==> src/sdet_regs.svh <==
// constants of the stall motion detector: field widths, reset values,
// back emf sample delays and their cycle counts at the system clock.
// assumes one 125 mhz clock; included by the package and the assertion module.
`ifndef SDET_REGS_SVH
`define SDET_REGS_SVH

// ****************************************************************
// clock and widths
// ****************************************************************
`define SDET_CLK_MHZ      125
`define SDET_THR_W        4
`define SDET_DSEL_W       3
`define SDET_ARM_W        3
`define SDET_POS_W        16
`define SDET_CNT_W        24

// ****************************************************************
// threshold off code and reset codes
// ****************************************************************
`define SDET_THR_OFF      4'h0
`define SDET_DSEL_RST     3'h0
`define SDET_ARM_RST      3'h0

// ****************************************************************
// sample delay after a zero crossing, microseconds then cycles
// ****************************************************************
`define SDET_TDELAY0_US   87
`define SDET_TDELAY1_US   130
`define SDET_TDELAY2_US   174
`define SDET_TDELAY3_US   217
`define SDET_TDELAY4_US   304
`define SDET_TDELAY5_US   391
`define SDET_TDELAY6_US   521
`define SDET_TDELAY7_US   694
`define SDET_US2CYC(us)   ((us) * `SDET_CLK_MHZ)

// ****************************************************************
// stabilisation wait between the two phases of a move
// ****************************************************************
`define SDET_TSTAB_US     1000
`define SDET_TSTAB_CYC    `SDET_US2CYC(`SDET_TSTAB_US)

`endif

==> src/sdet_pkg.sv <==
// types of the stall motion detector: controller states and the
// registered state of the top module.
// assumes sdet_regs.svh is on the include path.
`include "sdet_regs.svh"

package sdet_pkg;

  // ****************************************************************
  // detection controller states
  // ****************************************************************
  typedef enum logic [1:0] {
    SDET_IDLE,     // no ramp finished, detection not armed
    SDET_ARMING,   // at top speed, counting extra full steps
    SDET_ARMED,    // samples are compared with the threshold
    SDET_STAB      // waiting before the second phase starts
  } sdet_state_e;

  typedef logic [`SDET_CNT_W-1:0] sdet_cnt_t;  // cycle counter word
  typedef logic [`SDET_POS_W-1:0] sdet_pos_t;  // position word

  // ****************************************************************
  // whole state of the top module
  // ****************************************************************
  typedef struct packed {
    sdet_state_e             st;        // controller state
    logic [2:0]              zc_sync;   // zero crossing synchroniser
    logic [`SDET_ARM_W-1:0]  arm_cnt;   // full steps since top speed
    sdet_cnt_t               stab_cnt;  // stabilisation countdown
    logic [`SDET_THR_W-1:0]  thr;       // working threshold
    logic [`SDET_DSEL_W-1:0] dsel;      // working sample delay code
    logic [`SDET_ARM_W-1:0]  arm_dly;   // working activation delay
    logic                    fd_en;     // detect at full duty
    logic                    stall;     // sticky stall flag
    logic                    abs_blk;   // sticky absolute stall flag
    logic                    step_loss; // sticky step loss flag
    logic                    hstop;     // internal hard stop pulse
    logic                    ph2_go;    // second phase start pulse
    logic                    otp_stb;   // nonvolatile write pulse
    logic [`SDET_THR_W-1:0]  otp_thr;   // nonvolatile write data
    sdet_pos_t               act_pos;   // actual position register
  } sdet_state_s;

  // ****************************************************************
  // delay timer state
  // ****************************************************************
  typedef struct packed {
    logic      busy;  // a delay is running
    logic      done;  // one cycle pulse at expiry
    sdet_cnt_t cnt;   // cycles still to wait
  } sdet_tmr_s;

endpackage

==> src/sdet_delay_timer.sv <==
// sample delay timer: started by a zero crossing, pulses done when
// the loaded number of cycles has passed.
// assumes start is a one cycle pulse on the same clock.
`timescale 1ns/1ps

module sdet_delay_timer
  import sdet_pkg::*;
(
  input  wire logic      clock,   // system clock
  input  wire logic      reset,   // synchronous, active high
  input  wire logic      start,   // restart the delay
  input  wire sdet_cnt_t cycles,  // delay length in cycles
  output logic           done     // one cycle pulse at expiry
);

  sdet_tmr_s s_q;  // registered state
  sdet_tmr_s s_d;  // next state

  // ****************************************************************
  // countdown
  // ****************************************************************
  // a new crossing restarts the delay; an old sample is then lost,
  // which is wanted since it belongs to the previous half step
  always_comb begin
    s_d      = s_q;
    s_d.done = 1'b0;
    if (start) begin
      s_d.busy = 1'b1;
      s_d.cnt  = (cycles > 1) ? cycles - sdet_cnt_t'(1) : '0;
    end else if (s_q.busy) begin
      if (s_q.cnt == '0) begin                // delay expired
        s_d.busy = 1'b0;
        s_d.done = 1'b1;
      end else begin
        s_d.cnt = s_q.cnt - sdet_cnt_t'(1);
      end
    end
  end

  // state register
  always_ff @(posedge clock) begin
    if (reset) begin
      s_q <= '0;
    end else begin
      s_q <= s_d;
    end
  end

  assign done = s_q.done;

endmodule

==> src/sdet_stall_detect.sv <==
// stall motion detector: back emf sample versus absolute threshold,
// armed at top speed after extra full steps, sticky flags, hard stop.
// assumes motion controller signals and back emf code share the clock;
// the zero crossing comparator output is asynchronous.
`timescale 1ns/1ps

module sdet_stall_detect
  import sdet_pkg::*;
#(
  parameter int unsigned DELAY_CYC [8] = '{
    `SDET_US2CYC(`SDET_TDELAY0_US), `SDET_US2CYC(`SDET_TDELAY1_US),
    `SDET_US2CYC(`SDET_TDELAY2_US), `SDET_US2CYC(`SDET_TDELAY3_US),
    `SDET_US2CYC(`SDET_TDELAY4_US), `SDET_US2CYC(`SDET_TDELAY5_US),
    `SDET_US2CYC(`SDET_TDELAY6_US), `SDET_US2CYC(`SDET_TDELAY7_US)},
  parameter int unsigned TSTAB_CYC = `SDET_TSTAB_CYC
)(
  input  wire logic                    clock,         // 125 mhz clock
  input  wire logic                    reset,         // sync, high
  input  wire logic                    zero_cross,    // async crossing
  input  wire logic [`SDET_THR_W-1:0]  bemf_level,    // sampled emf code
  input  wire logic                    at_max_vel,    // ramp done
  input  wire logic                    full_step,     // full step pulse
  input  wire logic                    move_active,   // positioning
  input  wire logic                    two_phase_move,// dual move
  input  wire logic                    phase_one,     // in first phase
  input  wire logic                    full_duty,     // pwm at 100 %
  input  wire sdet_pos_t               position_cnt,  // internal counter
  input  wire logic                    read_all_status_cmd,   // pulse
  input  wire logic                    read_short_status_cmd, // pulse
  input  wire logic                    write_detect_param_cmd,// pulse
  input  wire logic [`SDET_THR_W-1:0]  wr_threshold,  // new threshold
  input  wire logic [`SDET_DSEL_W-1:0] wr_delay_sel,  // new delay code
  input  wire logic [`SDET_ARM_W-1:0]  wr_arm_steps,  // new arm delay
  input  wire logic                    wr_fd_en,      // new duty enable
  input  wire logic                    write_nv_param_cmd,    // pulse
  input  wire logic [`SDET_THR_W-1:0]  nv_threshold,  // stored nv value
  input  wire logic [`SDET_DSEL_W-1:0] nv_delay_sel,  // stored nv code
  input  wire logic [`SDET_ARM_W-1:0]  nv_arm_steps,  // stored nv steps
  input  wire logic                    nv_fd_en,      // stored nv enable
  output logic                         otp_prog_stb,  // nv write pulse
  output logic [`SDET_THR_W-1:0]       otp_prog_thr,  // nv write data
  output logic                         stall_flag,    // sticky stall
  output logic                         abs_block_flag,// sticky abs stall
  output logic                         step_loss_flag,// sticky step loss
  output logic                         move_blocked,  // new moves held
  output logic                         hard_stop,     // stop pulse
  output logic                         phase_two_go,  // slow phase pulse
  output logic                         detect_armed,  // comparing now
  output sdet_pos_t                    actual_position// position reg
);

  sdet_state_s s_q;          // registered state
  sdet_state_s s_d;          // next state
  logic        zc_rise;      // synchronised crossing event
  logic        sample_stb;   // sample instant
  logic        det_enabled;  // threshold nonzero
  logic        suppressed;   // full duty with detection off
  logic        stall_hit;    // valid low sample
  sdet_cnt_t   delay_cyc;    // selected sample delay

  // ****************************************************************
  // crossing event and sample delay
  // ****************************************************************
  // change counts while the second stage is high and the third is still low
  assign zc_rise = s_q.zc_sync[1] & ~s_q.zc_sync[2];

  // delay table lookup, one entry per code
  assign delay_cyc = sdet_cnt_t'(DELAY_CYC[s_q.dsel]);

  sdet_delay_timer u_timer (
    .clock  (clock),
    .reset  (reset),
    .start  (zc_rise),
    .cycles (delay_cyc),
    .done   (sample_stb)
  );

  // ****************************************************************
  // detection qualifiers
  // ****************************************************************
  // code zero means off; any other code is a rising level, so a
  // plain magnitude compare of the codes follows the level table
  assign det_enabled = (s_q.thr != `SDET_THR_OFF);
  assign suppressed  = full_duty & ~s_q.fd_en;
  // a sample only counts while armed at top speed; early, disabled
  // or suppressed samples are dropped without touching the flags
  assign stall_hit = sample_stb && (s_q.st == SDET_ARMED)
                     && at_max_vel && det_enabled
                     && !suppressed
                     && (bemf_level < s_q.thr);

  // ****************************************************************
  // next state
  // ****************************************************************
  always_comb begin
    s_d         = s_q;
    s_d.zc_sync = {s_q.zc_sync[1:0], zero_cross};
    s_d.hstop   = 1'b0;
    s_d.ph2_go  = 1'b0;
    s_d.otp_stb = 1'b0;

    // parameter writes; the working copy is what detection uses
    if (write_detect_param_cmd) begin
      s_d.thr     = wr_threshold;
      s_d.dsel    = wr_delay_sel;
      s_d.arm_dly = wr_arm_steps;
      s_d.fd_en   = wr_fd_en;
    end
    // nonvolatile write is passed out; working copy is untouched
    if (write_nv_param_cmd) begin
      s_d.otp_stb = 1'b1;
      s_d.otp_thr = wr_threshold;
    end

    // normal tracking of the position while a move runs
    if (move_active) begin
      s_d.act_pos = position_cnt;
    end

    // status reads clear first so that a stall in the same cycle wins
    if (read_all_status_cmd) begin
      s_d.stall     = 1'b0;
      s_d.abs_blk   = 1'b0;
      s_d.step_loss = 1'b0;
    end else if (read_short_status_cmd) begin
      s_d.step_loss = 1'b0;
    end

    unique case (s_q.st)
      // wait for the end of the acceleration ramp
      SDET_IDLE: begin
        s_d.arm_cnt = '0;
        if (at_max_vel && move_active && det_enabled) begin
          s_d.st = (s_q.arm_dly == '0) ? SDET_ARMED : SDET_ARMING;
        end
      end
      // extra full steps before comparing
      SDET_ARMING: begin
        if (!at_max_vel || !move_active || !det_enabled) begin
          s_d.st = SDET_IDLE;
        end else if (full_step) begin
          s_d.arm_cnt = s_q.arm_cnt + 3'h1;
          if (s_q.arm_cnt + 3'h1 == s_q.arm_dly) begin
            s_d.st = SDET_ARMED;
          end
        end
      end
      // compare each delayed sample with the threshold
      SDET_ARMED: begin
        if (stall_hit) begin
          s_d.stall   = 1'b1;
          s_d.abs_blk = 1'b1;
          s_d.st      = SDET_IDLE;
          if (move_active) begin
            s_d.hstop     = 1'b1;
            s_d.step_loss = 1'b1;
            s_d.act_pos   = position_cnt;
            if (two_phase_move && phase_one) begin
              s_d.st       = SDET_STAB;
              s_d.stab_cnt = sdet_cnt_t'(TSTAB_CYC);
            end
          end
        end else if (!at_max_vel || !move_active || !det_enabled) begin
          s_d.st = SDET_IDLE;
        end
      end
      // hold still, then start the slow second phase
      SDET_STAB: begin
        if (s_q.stab_cnt <= sdet_cnt_t'(1)) begin
          s_d.ph2_go = 1'b1;
          s_d.st     = SDET_IDLE;
        end else begin
          s_d.stab_cnt = s_q.stab_cnt - sdet_cnt_t'(1);
        end
      end
    endcase
  end

  // ****************************************************************
  // state register
  // ****************************************************************
  // reset copies the nonvolatile fields into the working copy;
  // reset is synchronous so sampling the ports here is safe
  always_ff @(posedge clock) begin
    if (reset) begin
      s_q         <= '0;
      s_q.st      <= SDET_IDLE;
      s_q.thr     <= nv_threshold;
      s_q.dsel    <= nv_delay_sel;
      s_q.arm_dly <= nv_arm_steps;
      s_q.fd_en   <= nv_fd_en;
    end else begin
      s_q <= s_d;
    end
  end

  // ****************************************************************
  // outputs
  // ****************************************************************
  assign otp_prog_stb    = s_q.otp_stb;
  assign otp_prog_thr    = s_q.otp_thr;
  assign stall_flag      = s_q.stall;
  assign abs_block_flag  = s_q.abs_blk;
  assign step_loss_flag  = s_q.step_loss;
  // only step loss holds off new moves; a short read releases them
  assign move_blocked    = s_q.step_loss;
  assign hard_stop       = s_q.hstop;
  assign phase_two_go    = s_q.ph2_go;
  assign detect_armed    = (s_q.st == SDET_ARMED);
  assign actual_position = s_q.act_pos;

endmodule

==> config.mk <==
export PLATFORM = sky130hd
export DESIGN_NAME = sdet_stall_detect
export DESIGN_NICKNAME = d
export VERILOG_FILES = /design/src/sdet_pkg.sv /design/src/sdet_delay_timer.sv /design/src/sdet_stall_detect.sv
export VERILOG_INCLUDE_DIRS = /design/src
export SDC_FILE = /design/constraint.sdc
export NUM_CORES = 1
export LEC_CHECK = 0
export BUFFER_PORTS_ARGS = -buffer_cell sky130_fd_sc_hd__buf_2
export CAP_MARGIN = 20
export CORE_UTILIZATION = 30
export DETAILED_ROUTE_END_ITERATION = 7
export PLACE_DENSITY = 0.53
export RECOVER_POWER = 100
export REMOVE_ABC_BUFFERS = 1
export SLEW_MARGIN = 20
export SYNTH_ARGS = -nofsm -noshare
export SYNTH_HDL_FRONTEND = slang
export SYNTH_SLANG_ARGS = --single-unit
==> constraint.sdc <==
create_clock -name clock -period 4.55 [get_ports clock]
set_clock_uncertainty 0.2 [all_clocks]
set_input_delay 0 -clock clock [delete_from_list [all_inputs] [get_ports clock]]
set_output_delay 0 -clock clock [all_outputs]
set_load 0.01 [all_outputs]
==> impl_metrics.env, run 1 <==
export IMPL_maxSlewViolCount=0
export IMPL_pwr_share_seq_pct=44.0
export IMPL_timing_critical_path_slowest_cell_delay_ps=940
export IMPL_power_switching_fraction_pct=26.91
export IMPL_globalRouteOverflowTotal=0
export IMPL_worstMarginPinSlew_ps=1288
export IMPL_relSlewSlack_pct=14.11
export IMPL_die_area_mm2=0.01663
export IMPL_antennaDiodeCount=0
export IMPL_synth_distinct_cells=62
export IMPL_drt_vias_per_instance=4.891
export IMPL_antenna_violations_before_repair=1
export IMPL_crit_type="input port to flip-flop"
export IMPL_drt_first_iter_violations=203
export IMPL_clock_fmax_ghz=0.2866
export IMPL_setup_violations_final=0
export IMPL_crit_path_max_fanout=20
export IMPL_ys_async_sr_fraction_pct=0
export IMPL_cts_reportedPaths_clkPinSlew_ps=70
export IMPL_drt_total_wl_mm=11.52
export IMPL_average_routed_wire_per_standard_cell_um=13.31
export IMPL_clock_buffer_count_from_cts=9
export IMPL_worst_r2r_start="u_timer.s_q[0]$_SDFFE_PP0P_"
export IMPL_crit_path_top_delay_cell="sky130_fd_sc_hd__clkbuf_1"
export IMPL_htree_levels=3
export IMPL_power_density_mw_per_mm2=345.8
export IMPL_synth_edff_count=11
export IMPL_via_count_of_the_routed_design=4231
export IMPL_timing_hold_ws_ps=35.93
export IMPL_buffer_ports_inserted=82
export IMPL_first_pass_iters=4
export IMPL_std_cell_rows=46
export IMPL_yosysSeqAreaShare_pct=41.60
export IMPL_grt_max_degree=46
export IMPL_timing_final_hold_violations=0
export IMPL_setup_worst_path_start="move_active"
export IMPL_share_clk_of_total_power_pct=38.8
export IMPL_outcome="complete, no violations"
export IMPL_first_global_vias=4100
export IMPL_critPathLaunchType="input port"
export IMPL_avgSynthCellArea_um2=9.090
export IMPL_cell_internal_pwr_w=0.001556
export IMPL_synth_warnings=0
export IMPL_grt_first_pass_wirelength_mm=19.22
export IMPL_postSynth_topFlopCell="sky130_fd_sc_hd__dfxtp_1"
export IMPL_drive_above_1_share_pct=14.64
export IMPL_gp_congestion=0.8200
export IMPL_total_power_w=0.002129
export IMPL_clock_root_buffer="sky130_fd_sc_hd__clkbuf_16"
export IMPL_maximum_capacitance_violations=0
export IMPL_ys_ff_latch=95
export IMPL_period_minus_slack_ps=3489
export IMPL_grt_usage_pct=14.61
export IMPL_clock_sinks=95
export IMPL_syn_area_mm2=0.004836
export IMPL_hp_start="at_max_vel"
export IMPL_critPathArrivalTime_ps=3470
export IMPL_nets=711
export IMPL_leakagePower_nw=2.443
export IMPL_comb_power_share_pct=17.1
export IMPL_fill_cells=1576
export IMPL_starting_density_pct=30.55
export IMPL_cp_num_buf_inv=2
export IMPL_floorplan_core_area_mm2=0.01583
export IMPL_setup_worst_path_end_class="flip-flop"
export IMPL_die_height_um=129.0
export IMPL_post_dp_hpwl_mm=7.822
export IMPL_timing_critical_path_required_ps=4530
export IMPL_clock_insertion_delay_worst_skew_ps=340
export IMPL_period_share_pct=76.69
export IMPL_clock_path_buffers=2
export IMPL_p_switching_w=0.0005729
export IMPL_critPathTopFamily="buffers and inverters"
export IMPL_rsz0062_at_grt="no"
export IMPL_vdd_drop_max_v=0.0001605
export IMPL_drt_drc=0
export IMPL_chipWidth_um=129.0
export IMPL_cp_cell_sequence="dlygate4sd3_1, clkbuf_1, nand3_1, o21a_1, nor4_1, o21ai_1, o41ai_1, a31oi_1"
export IMPL_drtAntennaViolNets=0
export IMPL_fin_setup_tns_ps=0
export IMPL_boundaryPins=83
export IMPL_worst_hold_class="input port to flip-flop"
export IMPL_syn_to_final_growth_pct=27.30
export IMPL_tritoncts="yes"
export IMPL_syn_inst_count=532
stage by stage:
stage / setup WS, ps / util [%] / instances / area, um2
after global routing: 704.4 / 38.89 / 865 / 6156
final: 1061 / 38.89 / 865 / 6156
after detailed placement: 1488 / 33.30 / 787 / 5270
after floorplan: 1786 / - / 487 / 4574
after global placement: 1520 / 33.30 / 787 / 5270
after CTS: 1471 / 39.33 / 865 / 6225
cells in the mapped netlist (2+ instances only):
master | number | area (um2)
sky130_fd_sc_hd__and2_1 | 2 | 12.51
sky130_fd_sc_hd__or3_1 | 11 | 68.82
sky130_fd_sc_hd__mux2i_1 | 22 | 220.2
sky130_fd_sc_hd__nand2b_1 | 5 | 31.28
sky130_fd_sc_hd__or2_2 | 10 | 62.56
sky130_fd_sc_hd__or4_1 | 13 | 97.59
sky130_fd_sc_hd__o21ai_0 | 23 | 115.1
sky130_fd_sc_hd__nand3_1 | 7 | 35.03
sky130_fd_sc_hd__ha_1 | 12 | 150.1
sky130_fd_sc_hd__inv_1 | 14 | 52.55
sky130_fd_sc_hd__nand4_1 | 4 | 25.02
sky130_fd_sc_hd__edfxtp_1 | 11 | 330.3
sky130_fd_sc_hd__nand2_1 | 25 | 93.84
sky130_fd_sc_hd__nor3_1 | 28 | 140.1
sky130_fd_sc_hd__nor3b_1 | 4 | 30.03
sky130_fd_sc_hd__clkbuf_1 | 15 | 56.30
sky130_fd_sc_hd__mux2_2 | 12 | 135.1
sky130_fd_sc_hd__nor4b_1 | 2 | 17.52
sky130_fd_sc_hd__a211oi_1 | 2 | 15.01
sky130_fd_sc_hd__buf_4 | 21 | 157.7
sky130_fd_sc_hd__o21a_1 | 5 | 37.54
sky130_fd_sc_hd__o31a_1 | 2 | 17.52
sky130_fd_sc_hd__xnor2_1 | 17 | 148.9
sky130_fd_sc_hd__nor2b_1 | 8 | 50.05
sky130_fd_sc_hd__nor2_1 | 58 | 217.7
sky130_fd_sc_hd__a21oi_1 | 26 | 130.1
sky130_fd_sc_hd__o311ai_0 | 6 | 52.55
sky130_fd_sc_hd__buf_1 | 3 | 11.26
sky130_fd_sc_hd__xor2_1 | 12 | 105.1
sky130_fd_sc_hd__nor4_1 | 11 | 68.82
sky130_fd_sc_hd__o31ai_1 | 7 | 52.55
sky130_fd_sc_hd__o21ai_1 | 4 | 20.02
sky130_fd_sc_hd__buf_2 | 5 | 25.02
sky130_fd_sc_hd__o211ai_1 | 4 | 30.03
sky130_fd_sc_hd__o2111ai_1 | 2 | 17.52
sky130_fd_sc_hd__a31oi_1 | 10 | 62.56
sky130_fd_sc_hd__dfxtp_1 | 84 | 1682
worst register-to-register path, stage by stage (launching register included):
cell and delay [ps]:
sky130_fd_sc_hd__dfxtp_1 340, sky130_fd_sc_hd__inv_1 60, sky130_fd_sc_hd__ha_1 170, sky130_fd_sc_hd__or4b_1 560, sky130_fd_sc_hd__or3_1 480, sky130_fd_sc_hd__o31a_1 410, sky130_fd_sc_hd__o21ai_0 770, sky130_fd_sc_hd__o21ai_0 220
timing repair:
action / in CTS / in global routing
gates resized for setup: 0 / 0
endpoints found under the setup margin: 0 / 0
hold endpoints to repair: 59 / 0
buffers inserted: 0 / 0
hold buffers: 62 / 0
final timing paths:
check	slack, ps	endpoint	cells past startpoint
setup / recovery	1060	s_q[51]$_SDFFE_PP0P_	8
hold / removal	40	s_q[67]$_SDFFE_PP0P_	5
setup reg to reg	1190	u_timer.s_q[8]$_SDFFE_PP0P_	7
hold reg to reg	250	s_d[66]$_SDFF_PP0_	1
kinds of logic (layout without fill, tap and decap cells):
group | Yosys count | in the layout | synth area share (%)
and+or+nand+nor | 194 | 194 | 20.88
AOI/OAI and AO/OA | 108 | 108 | 15.24
DFF | 95 | 95 | 41.60
buffers and inverters | 60 | 177 | 6.571
muxes | 34 | 34 | 7.348
xor gates and xnor gates | 29 | 29 | 5.252
adders and majority gates | 12 | 12 | 3.105
area by class of cell:
class	count	area, um2	share of cell area, %
inverter	15	56.30	0.9146
clock inverter	5	58.81	0.9553
tap	216	270.3	4.390
sequential	95	2012	32.68
timing repair buffer	146	1008	16.38
multi-input combinational	377	2475	40.20
clock buffer	11	275.3	4.472
power by group through the flow:
stage	Sequential (W)	Combinational, W	Clock (W)
after floorplan	0.000949	0.000225	0
after global placement	0.000953	0.000330	0
after detailed placement	0.000954	0.000334	0
after CTS	0.000936	0.000379	0.000851
after global routing	0.000943	0.000404	0.000886
final	0.000937	0.000365	0.000826
layer usage:
metal  part of all wire, %  global-route usage, %  up-vias  wire [um]
li1                      -                      -     2131          -
met1                    46                  18.21     1984       5344
met2                    48                  24.17      103       5490
met3                   4.1                  2.786       13        477
met4                   1.8                  7.197        0        204
met5                     0                      0        -          0
cell usage in the layout, fill, tap and decap left out, drive strengths merged, types with 3 or more instances in the layout:
cell	count
dfxtp	84
dlygate4sd3	62
nor2	58
buf	54
clkbuf	41
nor3	28
o21ai	28
a21oi	27
nand2	25
mux2i	22
xnor2	17
inv	16
or4	13
xor2	12
mux2	12
or3	12
ha	12
nor4	11
edfxtp	11
a31oi	11
or2	10
nor2b	8
o31ai	8
nand3	7
o311ai	6
o21a	5
nand2b	5
o211ai	4
nor3b	4
nand4	4
a211oi	3
Power figures use the tool's default switching activity.
==> inputs of run 2 (changes only) <==
==> constraint.sdc (replaced) <==
create_clock -name clock -period 3.6 [get_ports clock]
set_clock_uncertainty 0.2 [all_clocks]
set_input_delay 0 -clock clock [delete_from_list [all_inputs] [get_ports clock]]
set_output_delay 0 -clock clock [all_outputs]
set_load 0.01 [all_outputs]
==> impl_metrics.env, run 2 (synthesized netlist as in run 1, its figures left out) <==
export IMPL_pwr_share_seq_pct=45.5
export IMPL_post_layout_nonfiller_instances=864
export IMPL_via_count_of_the_routed_design=4277
export IMPL_drt_drc=0
export IMPL_drt_vias_per_instance=4.950
export IMPL_drt_first_iter_violations=214
export IMPL_buffer_ports_inserted=82
export IMPL_setup_violations_final=0
export IMPL_numPlacedInstances=791
export IMPL_drtAntennaViolNets=0
export IMPL_relSlewSlack_pct=-11.07
export IMPL_gp_congestion=0.8250
export IMPL_drive_above_1_share_pct=15.12
export IMPL_p_switching_w=0.0007251
export IMPL_period_minus_slack_ps=3193
export IMPL_clock_insertion_delay_worst_skew_ps=350
export IMPL_mostFrequentLayoutCells="84 x sky130_fd_sc_hd__dfxtp_1, 58 x sky130_fd_sc_hd__nor2_1, 57 x sky130_fd_sc_hd__dlygate4sd3_1, 53 x sky130_fd_sc_hd__buf_2, 31 x sky130_fd_sc_hd__clkbuf_1"
export IMPL_starting_density_pct=30.55
export IMPL_globalRouteOverflowTotal=0
export IMPL_floorplan_core_area_mm2=0.01583
export IMPL_die_area_mm2=0.01663
export IMPL_maxSlewViolCount=37
export IMPL_comb_power_share_pct=18.1
export IMPL_drt_total_wl_mm=11.82
export IMPL_die_height_um=129.0
export IMPL_worst_hold_class="input port to flip-flop"
export IMPL_timing_final_hold_violations=0
export IMPL_grt_first_pass_wirelength_mm=19.64
export IMPL_failed_checks="capacitance limit, slew limit"
export IMPL_rsz0062_at_grt="no"
export IMPL_grt_max_degree=37
export IMPL_leakagePower_nw=2.425
export IMPL_critPathLaunchType="flip-flop"
export IMPL_boundaryPins=83
export IMPL_worstMarginPinSlew_ps=1666
export IMPL_cell_internal_pwr_w=0.001880
export IMPL_clock_sinks=95
export IMPL_crit_path_max_fanout=11
export IMPL_timing_critical_path_required_ps=3620
export IMPL_chipWidth_um=129.0
export IMPL_fin_setup_tns_ps=0
export IMPL_post_cts_repair_setup_buffers=0
export IMPL_antenna_violations_before_repair=1
export IMPL_clock_fmax_ghz=0.3131
export IMPL_post_dp_hpwl_mm=7.936
export IMPL_first_global_vias=4075
export IMPL_power_density_mw_per_mm2=426.9
export IMPL_clock_path_buffers=2
export IMPL_crit_type="flip-flop to flip-flop"
export IMPL_outcome="finished with violations"
export IMPL_most_common_cell_after_layout_fill_and_taps_aside="sky130_fd_sc_hd__dfxtp_1"
export IMPL_cts_reportedPaths_clkPinSlew_ps=70
export IMPL_average_routed_wire_per_standard_cell_um=13.68
export IMPL_htree_levels=3
export IMPL_vdd_drop_max_v=0.0001911
export IMPL_tritoncts="yes"
export IMPL_nets=710
export IMPL_power_switching_fraction_pct=27.83
export IMPL_syn_to_final_growth_pct=26.18
export IMPL_clock_root_buffer="sky130_fd_sc_hd__clkbuf_16"
export IMPL_share_clk_of_total_power_pct=36.4
export IMPL_clock_buffer_count_from_cts=9
export IMPL_maximum_capacitance_violations=1
export IMPL_grt_usage_pct=14.97
export IMPL_critPathArrivalTime_ps=3220
export IMPL_antennaDiodeCount=0
export IMPL_std_cell_rows=46
export IMPL_setup_worst_path_end_class="flip-flop"
export IMPL_first_pass_iters=4
export IMPL_period_share_pct=88.71
-- run 2: worst paths after layout --
check	from	to	slack (ps)	cells past startpoint
hold / removal	move_active	hard_stop$_SDFF_PP0_	10	4
setup reg to reg	u_timer.s_q[0]$_SDFFE_PP0P_	u_timer.s_q[22]$_SDFFE_PP0P_	410	9
hold reg to reg	s_d[65]$_SDFF_PP0_	s_d[66]$_SDFF_PP0_	250	1
setup / recovery	u_timer.s_q[0]$_SDFFE_PP0P_	u_timer.s_q[22]$_SDFFE_PP0P_	410	9
-- run 2: power groups by stage --
stage	clock network (W)	logic, W	registers (W)
finish	0.000948	0.000471	0.00119
global route	0.00102	0.000516	0.00119
CTS	0.000972	0.000481	0.00118
detailed placement	0	0.000427	0.00121
global placement	0	0.000421	0.00120
floorplan	0	0.000284	0.00120
-- run 2: critical path: stages, from the launching register on --
cell                        delay, ps
sky130_fd_sc_hd__dfxtp_1          340
sky130_fd_sc_hd__inv_1             70
sky130_fd_sc_hd__ha_1             170
sky130_fd_sc_hd__or4b_1           570
sky130_fd_sc_hd__or3_1            480
sky130_fd_sc_hd__o31ai_4          520
sky130_fd_sc_hd__clkbuf_1         280
sky130_fd_sc_hd__a2111oi_0        170
sky130_fd_sc_hd__xnor2_1          200
sky130_fd_sc_hd__nor2_1            60
-- run 2: layout make-up --
| type | instances | area, um2 |
|---|---|---|
| Tap cell | 216 | 270.3 |
| Multi-Input combinational cell | 377 | 2490 |
| Fill cell | 1592 | 9726 |
| Clock inverter | 6 | 61.31 |
| Sequential cell | 95 | 2012 |
| Clock buffer | 10 | 229.0 |
| Timing Repair Buffer | 145 | 983.4 |
| Inverter | 15 | 56.30 |
-- run 2: repair_timing --
action	in CTS	in global routing
hold endpoints to repair	51	0
gates resized for setup	0	0
setup endpoints to repair	0	0
hold buffers	57	0
-- run 2: through the flow --
stage	power [W]	util [%]	setup slack [ps]	hold slack (ps)	instance area (um2)
2_1_floorplan	0.001484	-	836.4	-130.9	4574
3_3_place_gp	0.001625	33.49	730.0	20.65	5300
3_5_place_dp	0.001634	33.49	640.1	32.70	5300
4_1_cts	0.002637	38.92	623.6	3.130	6161
5_1_grt	0.002732	38.55	276.0	35.74	6102
6_report	0.002605	38.55	406.6	13.09	6102
-- run 2: routing by layer --
metal  vias up  share of wire, %  global-route usage (%)
met2       103                47                   24.45
li1       2124                 -                       -
met5         -                 0                       0
met3        19               4.3                   3.160
met4         0               2.4                   7.474
met1      2031                46                   18.71
